[src/rtl/poc_pkg.sv]
// What this block does
// - Load DC average into baseline at end
// - Zero result during averaging lowers offset, flags
// - Averaging continues after an automatic decrement
// - Skip bit omits the binary-search step
// - Count field: 0 skips, n averages 2^n
// - Averaging runs only after search ends/skipped
// - Write 1 starts; write 0 stops at once
// - Done flag at end; interrupt when enabled
package poc_pkg;
    // ------------------------------------------------------------
    // Register map
    // ------------------------------------------------------------
    localparam logic [7:0] ADDR_CAL_CTRL = 8'h69;   // Start/stop, busy readback
    localparam logic [7:0] ADDR_AVG_CFG = 8'h6A;    // Averaging configuration
    localparam logic [7:0] AVG_CFG_RESET = 8'h00;   // Configuration reset value
    localparam logic [7:0] CAL_CTRL_MASK = 8'h01;   // Only bit 0 is implemented
    // ------------------------------------------------------------
    // Field positions
    // ------------------------------------------------------------
    localparam int CAL_GO_BIT = 0;           // Calibration go
    localparam int LOAD_AVG_BIT = 7;         // Load average to baseline
    localparam int ZERO_TRIM_BIT = 6;        // Zero trim during averaging
    localparam int SKIP_SEARCH_BIT = 3;      // Skip binary search
    localparam int AVG_SEL_MSB = 2;          // Averaging count field top
    localparam int AVG_SEL_LSB = 0;          // Averaging count field bottom
    localparam logic [7:0] AVG_CFG_WMASK = 8'hCF; // Bits 5:4 reserved, read zero
    // ------------------------------------------------------------
    // Widths and values
    // ------------------------------------------------------------
    localparam int ADC_W = 14;               // Result width
    localparam int OFS_W = 8;                // Offset width
    localparam int SUM_W = 21;               // Sum of 128 results
    localparam logic [7:0] SEARCH_START = 8'h80;  // First probe of search
    localparam logic [2:0] SEARCH_TOP = 3'h7;     // First bit under trial
    // ------------------------------------------------------------
    // Sequencer states, Gray along the path
    // ------------------------------------------------------------
    typedef enum logic [1:0] {
        ST_IDLE = 2'b00,
        ST_SEARCH = 2'b01,
        ST_AVG = 2'b11,
        ST_FINISH = 2'b10
    } poc_state_t;
endpackage

[src/rtl/poc_acc_if.sv]
`timescale 1ns/1ps
// Carries control and sum between sequencer and accumulator
interface poc_acc_if;
    logic clr;                               // Clear sum
    logic add;                               // Add din this cycle
    logic [poc_pkg::ADC_W-1:0] din;          // Value to add
    logic [poc_pkg::SUM_W-1:0] sum;          // Running sum
    modport ctl (output clr, output add, output din, input sum);
    modport acc (input clr, input add, input din, output sum);
endinterface

[src/rtl/poc_top.sv]
`timescale 1ns/1ps
// ------------------------------------------------------------
// Offset calibration sequencer: search, averaging, baseline
// ------------------------------------------------------------
module poc_top #(
    parameter logic [13:0] ADC_TARGET = 14'h00FF  // Search target, plain default
) (
    // Clock and reset
    input wire logic CORE_CLK,
    input wire logic RST_B,
    // Register port
    input wire logic REG_WR,
    input wire logic REG_RD,
    input wire logic [7:0] REG_ADDR,
    input wire logic [7:0] REG_WDATA,
    output logic [7:0] REG_RDATA,
    // Conversion results, same clock
    input wire logic ADC_VALID,
    input wire logic [13:0] ADC_DATA,
    // Loose control and status
    input wire logic CAL_IRQ_EN,
    input wire logic FLAG_CLR,
    output logic CAL_DONE,
    output logic OFFSET_LOWERED,
    output logic CAL_IRQ,
    // Results
    output logic [7:0] OFFSET,
    output logic [13:0] PROX_BASELINE
);
    // ------------------------------------------------------------
    // Declarations
    // ------------------------------------------------------------
    poc_pkg::poc_state_t state_reg;      // Sequencer state
    poc_pkg::poc_state_t state_next;     // Next sequencer state
    logic [7:0] cfg_reg;                 // Averaging configuration
    logic [2:0] bit_idx_reg;             // Offset bit under trial
    logic [7:0] cnt_reg;                 // Results still to average
    logic [7:0] ofs_next;                // Offset after search step
    logic [13:0] avg_value;              // Sum shifted down
    logic [2:0] avg_sel;                 // Averaging count field
    logic wr_ctrl;                       // Write to control register
    logic start;                         // Go written as one
    logic stop;                          // Go written as zero
    logic skip;                          // Search skip bit
    logic zero_trim;                     // Zero trim bit
    logic load_avg;                      // Load baseline bit
    logic search_last;                   // Last search step taken
    logic avg_last;                      // Last averaged result taken
    logic zero_hit;                      // Zero result while averaging
    poc_acc_if acc_bus();                // Accumulator carrier

    // Number of results for a count code
    function automatic logic [7:0] avg_len(input logic [2:0] sel);
        avg_len = 8'h01 << sel;
    endfunction

    // ------------------------------------------------------------
    // Decode
    // ------------------------------------------------------------
    assign avg_sel = cfg_reg[poc_pkg::AVG_SEL_MSB:poc_pkg::AVG_SEL_LSB];
    assign skip = cfg_reg[poc_pkg::SKIP_SEARCH_BIT];
    assign zero_trim = cfg_reg[poc_pkg::ZERO_TRIM_BIT];
    assign load_avg = cfg_reg[poc_pkg::LOAD_AVG_BIT];
    assign wr_ctrl = REG_WR && (REG_ADDR == poc_pkg::ADDR_CAL_CTRL);
    assign start = wr_ctrl && REG_WDATA[poc_pkg::CAL_GO_BIT];
    assign stop = wr_ctrl && !REG_WDATA[poc_pkg::CAL_GO_BIT];
    assign search_last = (state_reg == poc_pkg::ST_SEARCH) && ADC_VALID
                         && (bit_idx_reg == 3'h0);
    assign avg_last = (state_reg == poc_pkg::ST_AVG) && ADC_VALID && (cnt_reg == 8'h01);
    assign zero_hit = (state_reg == poc_pkg::ST_AVG) && ADC_VALID
                      && (ADC_DATA == 14'h0000) && zero_trim;
    // Divide by the power-of-two count; the sum is never wider than 14+sel bits
    assign avg_value = 14'(acc_bus.sum >> avg_sel);

    // Search step: a result below target means too much offset, drop the bit
    always_comb begin
        ofs_next = OFFSET;
        if (ADC_DATA < ADC_TARGET) begin
            ofs_next[bit_idx_reg] = 1'b0;
        end
        if (bit_idx_reg != 3'h0) begin
            ofs_next = ofs_next | (8'h01 << (bit_idx_reg - 3'h1));
        end
    end

    // ------------------------------------------------------------
    // Accumulator
    // ------------------------------------------------------------
    assign acc_bus.clr = (state_reg != poc_pkg::ST_AVG);
    assign acc_bus.add = (state_reg == poc_pkg::ST_AVG) && ADC_VALID;
    assign acc_bus.din = ADC_DATA;

    poc_acc poc_acc_i (
        .clk(CORE_CLK),
        .rst_b(RST_B),
        .bus(acc_bus)
    );

    // ------------------------------------------------------------
    // Sequencer
    // ------------------------------------------------------------
    // Stop beats everything so a zero write halts mid-step
    always_comb begin
        state_next = state_reg;
        case (state_reg)
            poc_pkg::ST_IDLE: begin
                if (start && skip) begin
                    // Straight to averaging, or done if none asked
                    state_next = (avg_sel == 3'h0) ? poc_pkg::ST_FINISH
                                                   : poc_pkg::ST_AVG;
                end else if (start) begin
                    state_next = poc_pkg::ST_SEARCH;
                end
            end
            poc_pkg::ST_SEARCH: begin
                if (search_last) begin
                    // Averaging waits for the search to end
                    state_next = (avg_sel == 3'h0) ? poc_pkg::ST_FINISH
                                                   : poc_pkg::ST_AVG;
                end
            end
            poc_pkg::ST_AVG: begin
                // A trim does not restart the run
                if (avg_last) begin
                    state_next = poc_pkg::ST_FINISH;
                end
            end
            poc_pkg::ST_FINISH: begin
                state_next = poc_pkg::ST_IDLE;
            end
            default: begin
                state_next = poc_pkg::ST_IDLE;
            end
        endcase
        if (stop) begin
            state_next = poc_pkg::ST_IDLE;
        end
    end

    // State register
    always_ff @(posedge CORE_CLK or negedge RST_B) begin
        if (!RST_B) begin
            state_reg <= poc_pkg::ST_IDLE;
        end else begin
            state_reg <= state_next;
        end
    end

    // Search bit index and average count
    always_ff @(posedge CORE_CLK or negedge RST_B) begin
        if (!RST_B) begin
            bit_idx_reg <= poc_pkg::SEARCH_TOP;
            cnt_reg <= 8'h00;
        end else begin
            if (state_reg == poc_pkg::ST_IDLE) begin
                bit_idx_reg <= poc_pkg::SEARCH_TOP;
            end else if ((state_reg == poc_pkg::ST_SEARCH) && ADC_VALID) begin
                bit_idx_reg <= bit_idx_reg - 3'h1;
            end
            if ((state_next == poc_pkg::ST_AVG) && (state_reg != poc_pkg::ST_AVG)) begin
                cnt_reg <= avg_len(avg_sel);
            end else if ((state_reg == poc_pkg::ST_AVG) && ADC_VALID) begin
                cnt_reg <= cnt_reg - 8'h01;
            end
        end
    end

    // Offset: search probes, then zero trims; saturates at zero
    always_ff @(posedge CORE_CLK or negedge RST_B) begin
        if (!RST_B) begin
            OFFSET <= 8'h00;
        end else if (stop) begin
            OFFSET <= OFFSET;
        end else if (start && !skip && (state_reg == poc_pkg::ST_IDLE)) begin
            OFFSET <= poc_pkg::SEARCH_START;
        end else if ((state_reg == poc_pkg::ST_SEARCH) && ADC_VALID) begin
            OFFSET <= ofs_next;
        end else if (zero_hit && (OFFSET != 8'h00)) begin
            OFFSET <= OFFSET - 8'h01;
        end
    end

    // ------------------------------------------------------------
    // Flags, baseline, interrupt
    // ------------------------------------------------------------
    // Sticky flags: a set in the clear cycle wins
    always_ff @(posedge CORE_CLK or negedge RST_B) begin
        if (!RST_B) begin
            CAL_DONE <= 1'b0;
            OFFSET_LOWERED <= 1'b0;
        end else begin
            if (state_reg == poc_pkg::ST_FINISH) begin
                CAL_DONE <= 1'b1;
            end else if (FLAG_CLR || start) begin
                CAL_DONE <= 1'b0;
            end
            if (zero_hit) begin
                OFFSET_LOWERED <= 1'b1;
            end else if (FLAG_CLR) begin
                OFFSET_LOWERED <= 1'b0;
            end
        end
    end

    // Interrupt follows the done flag when enabled
    always_ff @(posedge CORE_CLK or negedge RST_B) begin
        if (!RST_B) begin
            CAL_IRQ <= 1'b0;
        end else begin
            CAL_IRQ <= CAL_DONE && CAL_IRQ_EN;
        end
    end

    // Baseline load at end; a trimmed run may leave it biased
    always_ff @(posedge CORE_CLK or negedge RST_B) begin
        if (!RST_B) begin
            PROX_BASELINE <= 14'h0000;
        end else if ((state_reg == poc_pkg::ST_FINISH) && load_avg && (avg_sel != 3'h0)) begin
            PROX_BASELINE <= avg_value;
        end
    end

    // ------------------------------------------------------------
    // Register port
    // ------------------------------------------------------------
    // Configuration write; reserved bits stay zero
    always_ff @(posedge CORE_CLK or negedge RST_B) begin
        if (!RST_B) begin
            cfg_reg <= poc_pkg::AVG_CFG_RESET;
        end else if (REG_WR && (REG_ADDR == poc_pkg::ADDR_AVG_CFG)) begin
            cfg_reg <= REG_WDATA & poc_pkg::AVG_CFG_WMASK;
        end
    end

    // Read data; the go bit reads back as busy, unmapped reads zero
    always_ff @(posedge CORE_CLK or negedge RST_B) begin
        if (!RST_B) begin
            REG_RDATA <= 8'h00;
        end else if (REG_RD) begin
            if (REG_ADDR == poc_pkg::ADDR_CAL_CTRL) begin
                REG_RDATA <= (state_reg != poc_pkg::ST_IDLE) ? poc_pkg::CAL_CTRL_MASK : 8'h00;
            end else if (REG_ADDR == poc_pkg::ADDR_AVG_CFG) begin
                REG_RDATA <= cfg_reg;
            end else begin
                REG_RDATA <= 8'h00;
            end
        end
    end

    // ------------------------------------------------------------
    // Assertions
    // ------------------------------------------------------------
    a_skip_search: assert property (@(posedge CORE_CLK) disable iff (!RST_B)
        (state_reg == poc_pkg::ST_IDLE && start && skip) |=> state_reg != poc_pkg::ST_SEARCH)
        else $error("search entered with skip set");
    a_avg_order: assert property (@(posedge CORE_CLK) disable iff (!RST_B)
        (state_reg == poc_pkg::ST_AVG && $past(state_reg) == poc_pkg::ST_IDLE) |->
        $past(skip))
        else $error("averaging began without search or skip");
    a_zero_trim: assert property (@(posedge CORE_CLK) disable iff (!RST_B)
        (zero_hit && !stop && OFFSET != 8'h00) |=>
        (OFFSET == $past(OFFSET) - 8'h01) && OFFSET_LOWERED)
        else $error("zero result did not lower offset");
    a_trim_goes_on: assert property (@(posedge CORE_CLK) disable iff (!RST_B)
        (zero_hit && !avg_last && !stop) |=> state_reg == poc_pkg::ST_AVG)
        else $error("averaging left after trim");
    a_load_base: assert property (@(posedge CORE_CLK) disable iff (!RST_B)
        (state_reg == poc_pkg::ST_FINISH && load_avg && avg_sel != 3'h0) |=>
        PROX_BASELINE == 14'($past(acc_bus.sum) >> $past(avg_sel)))
        else $error("baseline not loaded with average");
    a_avg_len: assert property (@(posedge CORE_CLK) disable iff (!RST_B)
        (state_reg == poc_pkg::ST_AVG && $past(state_reg) != poc_pkg::ST_AVG) |->
        cnt_reg == (8'h01 << avg_sel))
        else $error("wrong averaging length");
    a_done_irq: assert property (@(posedge CORE_CLK) disable iff (!RST_B)
        (state_reg == poc_pkg::ST_FINISH && CAL_IRQ_EN) |=> CAL_DONE ##1 CAL_IRQ)
        else $error("done or interrupt missing");
    a_stop_now: assert property (@(posedge CORE_CLK) disable iff (!RST_B)
        stop |=> state_reg == poc_pkg::ST_IDLE && $stable(OFFSET))
        else $error("stop did not halt at once");
endmodule

[src/rtl/poc_acc.sv]
`timescale 1ns/1ps
// ------------------------------------------------------------
// Accumulator for DC averaging
// ------------------------------------------------------------
module poc_acc (
    // Clock and reset
    input wire logic clk,
    input wire logic rst_b,
    // Control from sequencer
    poc_acc_if.acc bus
);
    logic [poc_pkg::SUM_W-1:0] sum_reg;  // Running sum

    // Clear wins over add so a restart never carries old data
    always_ff @(posedge clk or negedge rst_b) begin
        if (!rst_b) begin
            sum_reg <= '0;
        end else if (bus.clr) begin
            sum_reg <= '0;
        end else if (bus.add) begin
            sum_reg <= sum_reg + poc_pkg::SUM_W'(bus.din);
        end
    end

    assign bus.sum = sum_reg;
endmodule

[config.mk]
export PLATFORM = sky130hd
export DESIGN_NAME = poc_top
export DESIGN_NICKNAME = d
export VERILOG_FILES = /design/src/rtl/poc_pkg.sv /design/src/rtl/poc_acc_if.sv /design/src/rtl/poc_top.sv /design/src/rtl/poc_acc.sv
export SDC_FILE = /design/constraint.sdc
export NUM_CORES = 1
export LEC_CHECK = 0
export BUFFER_PORTS_ARGS = -buffer_cell sky130_fd_sc_hd__buf_2
export CAP_MARGIN = 20
export CORE_ASPECT_RATIO = 0.9
export CORE_MARGIN = 2
export CORE_UTILIZATION = 30
export DETAILED_ROUTE_END_ITERATION = 16
export HOLD_SLACK_MARGIN = 0.08
export PLACE_DENSITY_LB_ADDON = 0.05
export RECOVER_POWER = 50
export SLEW_MARGIN = 20
export SYNTH_ARGS = -nofsm -noshare
export SYNTH_HDL_FRONTEND = slang
export SYNTH_HIERARCHICAL = 1
export SYNTH_SLANG_ARGS = --single-unit
[constraint.sdc]
create_clock -name CORE_CLK -period 6.99 [get_ports CORE_CLK]
set_input_delay 0.699 -clock CORE_CLK [delete_from_list [all_inputs] [get_ports CORE_CLK]]
set_output_delay 0.699 -clock CORE_CLK [all_outputs]
set_load 0.01 [all_outputs]
==> impl_metrics.py <==
metrics = {
    "status": {
        "status": "finished, final reports clean",
    },
    "placement": {
        "dpl.hpwl_um": 9760,
        "postPlaceCellArea_um2": 5570,
        "gp_congestion": 0.826,
        "numPortBuffers": 65,
    },
    "clocking": {
        "cts_made_buffers": 9,
        "cts_tree": "built",
        "htree_levels": 3,
        "holdBufCountCts": 0,
        "cts_buffer_depth": 2,
        "clock-sinks": 71,
        "insertion_delay_ps": 340,
        "cts-resized-gates": 0,
        "clk_pin_slew_ps": 60,
        "cts_root_buf": "clkbuf_16",
        "cts_setup_buffers": 0,
    },
    "sta": {
        "hold_viol": 0,
        "final.min_clock_period_ps": 2960,
        "post-route-period-util_pct": 42.3,
        "max_freq_ghz": 0.338,
        "tns_ps": 0,
        "final-setup-viol-count": 0,
        "slew_headroom_pct": 35.0,
        "worst_pin_slew_ps": 975,
        "rsz0062_at_grt": "no",
        "slew_viol_final": 0,
        "finClkSkew_ps": 4.02,
    },
    "setup_path": {
        "critPathMaxStageDelay_ps": 740,
        "end_kind": "register",
        "r2r_start": "state_reg[0]$_DFF_PN0_",
        "reg2reg_to": "OFFSET[0]$_DFFE_PN0P_",
        "cp_cell_sequence": "nand3_1 -> inv_2 -> and4_1 -> a31oi_1 -> a21oi_1 -> a32o_1",
        "critPathArrivalTime_ps": 3240,
        "ff2ff_setup_slack_ps": 4030,
        "critPathTopFamily": "compound AO/OA/AOI/OAI gates",
        "r2r_cells": 6,
        "crit_required_ps": 7270,
        "critPathBufInv": 1,
        "slowest_stage": "dfrtp_1",
        "crit_type": "register to register",
        "cp_max_fo": 25,
        "start_kind": "register",
    },
    "synth": {
        "synth_edf_count": 0,
        "synthTopCellsByArea": "dfrtp_1 (34%), mux2i_1 (7.9%), ha_1 (5.7%)",
        "yosysMostFrequentCell": "dfrtp_1",
        "netlist_instances": 516,
        "yosys_warnings": 6,
        "yosysUniqueCellTypes": 79,
        "ys_ff_latch": 71,
        "netlist_area_um2": 5040,
        "synth_largest_area_cell": "dfrtp_1",
        "syn_avg_cell_area_um2": 9.77,
        "yosysSeqAreaShare_pct": 35.3,
        "ys.flop_type": "dfrtp_1",
        "async_flop_share_pct": 100,
        "yosys-top-cells-count": "dfrtp_1 (68), nor2_1 (47), a21oi_1 (41), mux2i_1 (40), nand2_1 (32)",
        "synth_top_area_share_pct": 33.8,
    },
    "power": {
        "power.density_nw_per_um2": 227,
        "ir_drop_mv": 0.146,
        "power.leakage_nw": 2.51,
    },
    "floorplan": {
        "die_w_um": 141,
        "fp.dieH_um": 127,
        "dieArea_um2": 17900,
        "fp.coreArea_um2": 16300,
        "fp-row-count": 44,
        "io_pins": 70,
        "start_util_pct": 30.9,
    },
    "global_route": {
        "grt_max_degree": 72,
        "gr-total-overflow": 0,
        "track_usage_pct": 16.3,
        "antenna_found_initial": 0,
        "grt_pass1_wl_um": 23000,
        "grt_pass1_vias": 4212,
    },
    "hold_path": {
        "worstHoldPathType": "register to register",
        "hold_path_depth": 1,
        "hold_end": "CAL_IRQ$_DFF_PN0_",
        "hp-start": "CAL_DONE$_DFFE_PN0P_",
    },
    "finish": {
        "final_nets": 636,
        "stdcell_area_um2": 5830,
        "register_area_um2": 1780,
        "multi_input_area_um2": 3050,
        "diodes": 0,
        "largest_reg_flops": 21,
        "synthToLayoutAreaGrowth_pct": 15.7,
        "drive_gt1_share_pct": 20.7,
        "fillerInstances": 1720,
    },
    "routing": {
        "final_antenna_net_count": 0,
        "routed_wl_um": 13500,
        "first_pass_iters": 4,
        "drtIter0Drc": 179,
        "drcViolationCount": 0,
        "vias": 4173,
        "vias_per_cell": 5.30,
        "wl_per_cell_um": 17.2,
    },
    "job": {
        "maxCapViolCount": 0,
    },
}
## report_power, final
part,total (mW),leakage (nW),internal [mW],switching [mW]
Clock,0.467,0.136,0.277,0.190
Sequential,0.532,0.957,0.456,0.0764
Combinational,0.327,1.41,0.141,0.186
## cell usage in the layout (no fill, tap or decap), types with 11 or more instances in the layout
cell and instances:
a21oi_1 41, buf_2 59, dfrtp_1 68, ha_1 23
inv_1 24, mux2i_1 40, mux4_2 11, nand2_1 32
nor2_1 47, o21ai_0 18
## per-layer routing
metal	wire (µm)	vias up	track usage, %
met5	0	-	0
met4	114	0	4.24
li1	-	2033	-
met1	7400	2060	24.8
met3	467	7	3.89
met2	5530	73	22.9
## area by class of cell
type	count	share of cell area, %
sequential	71	30.5
multi-input combinational	397	52.2
timing repair buffer	71	6.22
clock buffer	11	3.99
clock inverter	5	1.01
inverter	25	1.61
tap	207	4.44
## through the flow
stage	util, %	cells	total power, mW	hold WS (ps)	worst slack (ps)
detailed placement	34.2	771	0.866	500	3770
global placement	34.2	771	0.868	488	3750
floorplan	-	517	0.755	403	4280
CTS	35.9	787	1.35	514	4020
global route	35.8	787	1.42	528	3790
finish	35.8	787	1.33	511	4030
## logic make-up after synthesis
kind of cell / share of synthesized area, %
buffers and inverters: 4.17
adder cells (fa/ha/maj): 6.11
flip-flops: 35.3
multiplexers: 15.4
AND/OR/NAND/NOR: 19.0
AO/OA/AOI/OAI: 17.5
XOR/XNOR: 2.43
other: 0.0744
## worst max path at each step
stage | end | slack (ps) | cells past startpoint | start
2_1_floorplan | poc_acc_i/bus.sum[20]$_DFFE_PN0P_ | 4280 | 9 | ADC_DATA[0]
5_1_grt | OFFSET[0]$_DFFE_PN0P_ | 3790 | 6 | state_reg[0]$_DFF_PN0_
3_5_place_dp | poc_acc_i/bus.sum[20]$_DFFE_PN0P_ | 3770 | 10 | ADC_DATA[0]
3_3_place_gp | poc_acc_i/bus.sum[20]$_DFFE_PN0P_ | 3750 | 10 | ADC_DATA[0]
6_report | OFFSET[0]$_DFFE_PN0P_ | 4030 | 6 | state_reg[0]$_DFF_PN0_
4_1_cts | OFFSET[0]$_DFFE_PN0P_ | 4020 | 6 | state_reg[0]$_DFF_PN0_
Power figures use the tool's default switching activity.
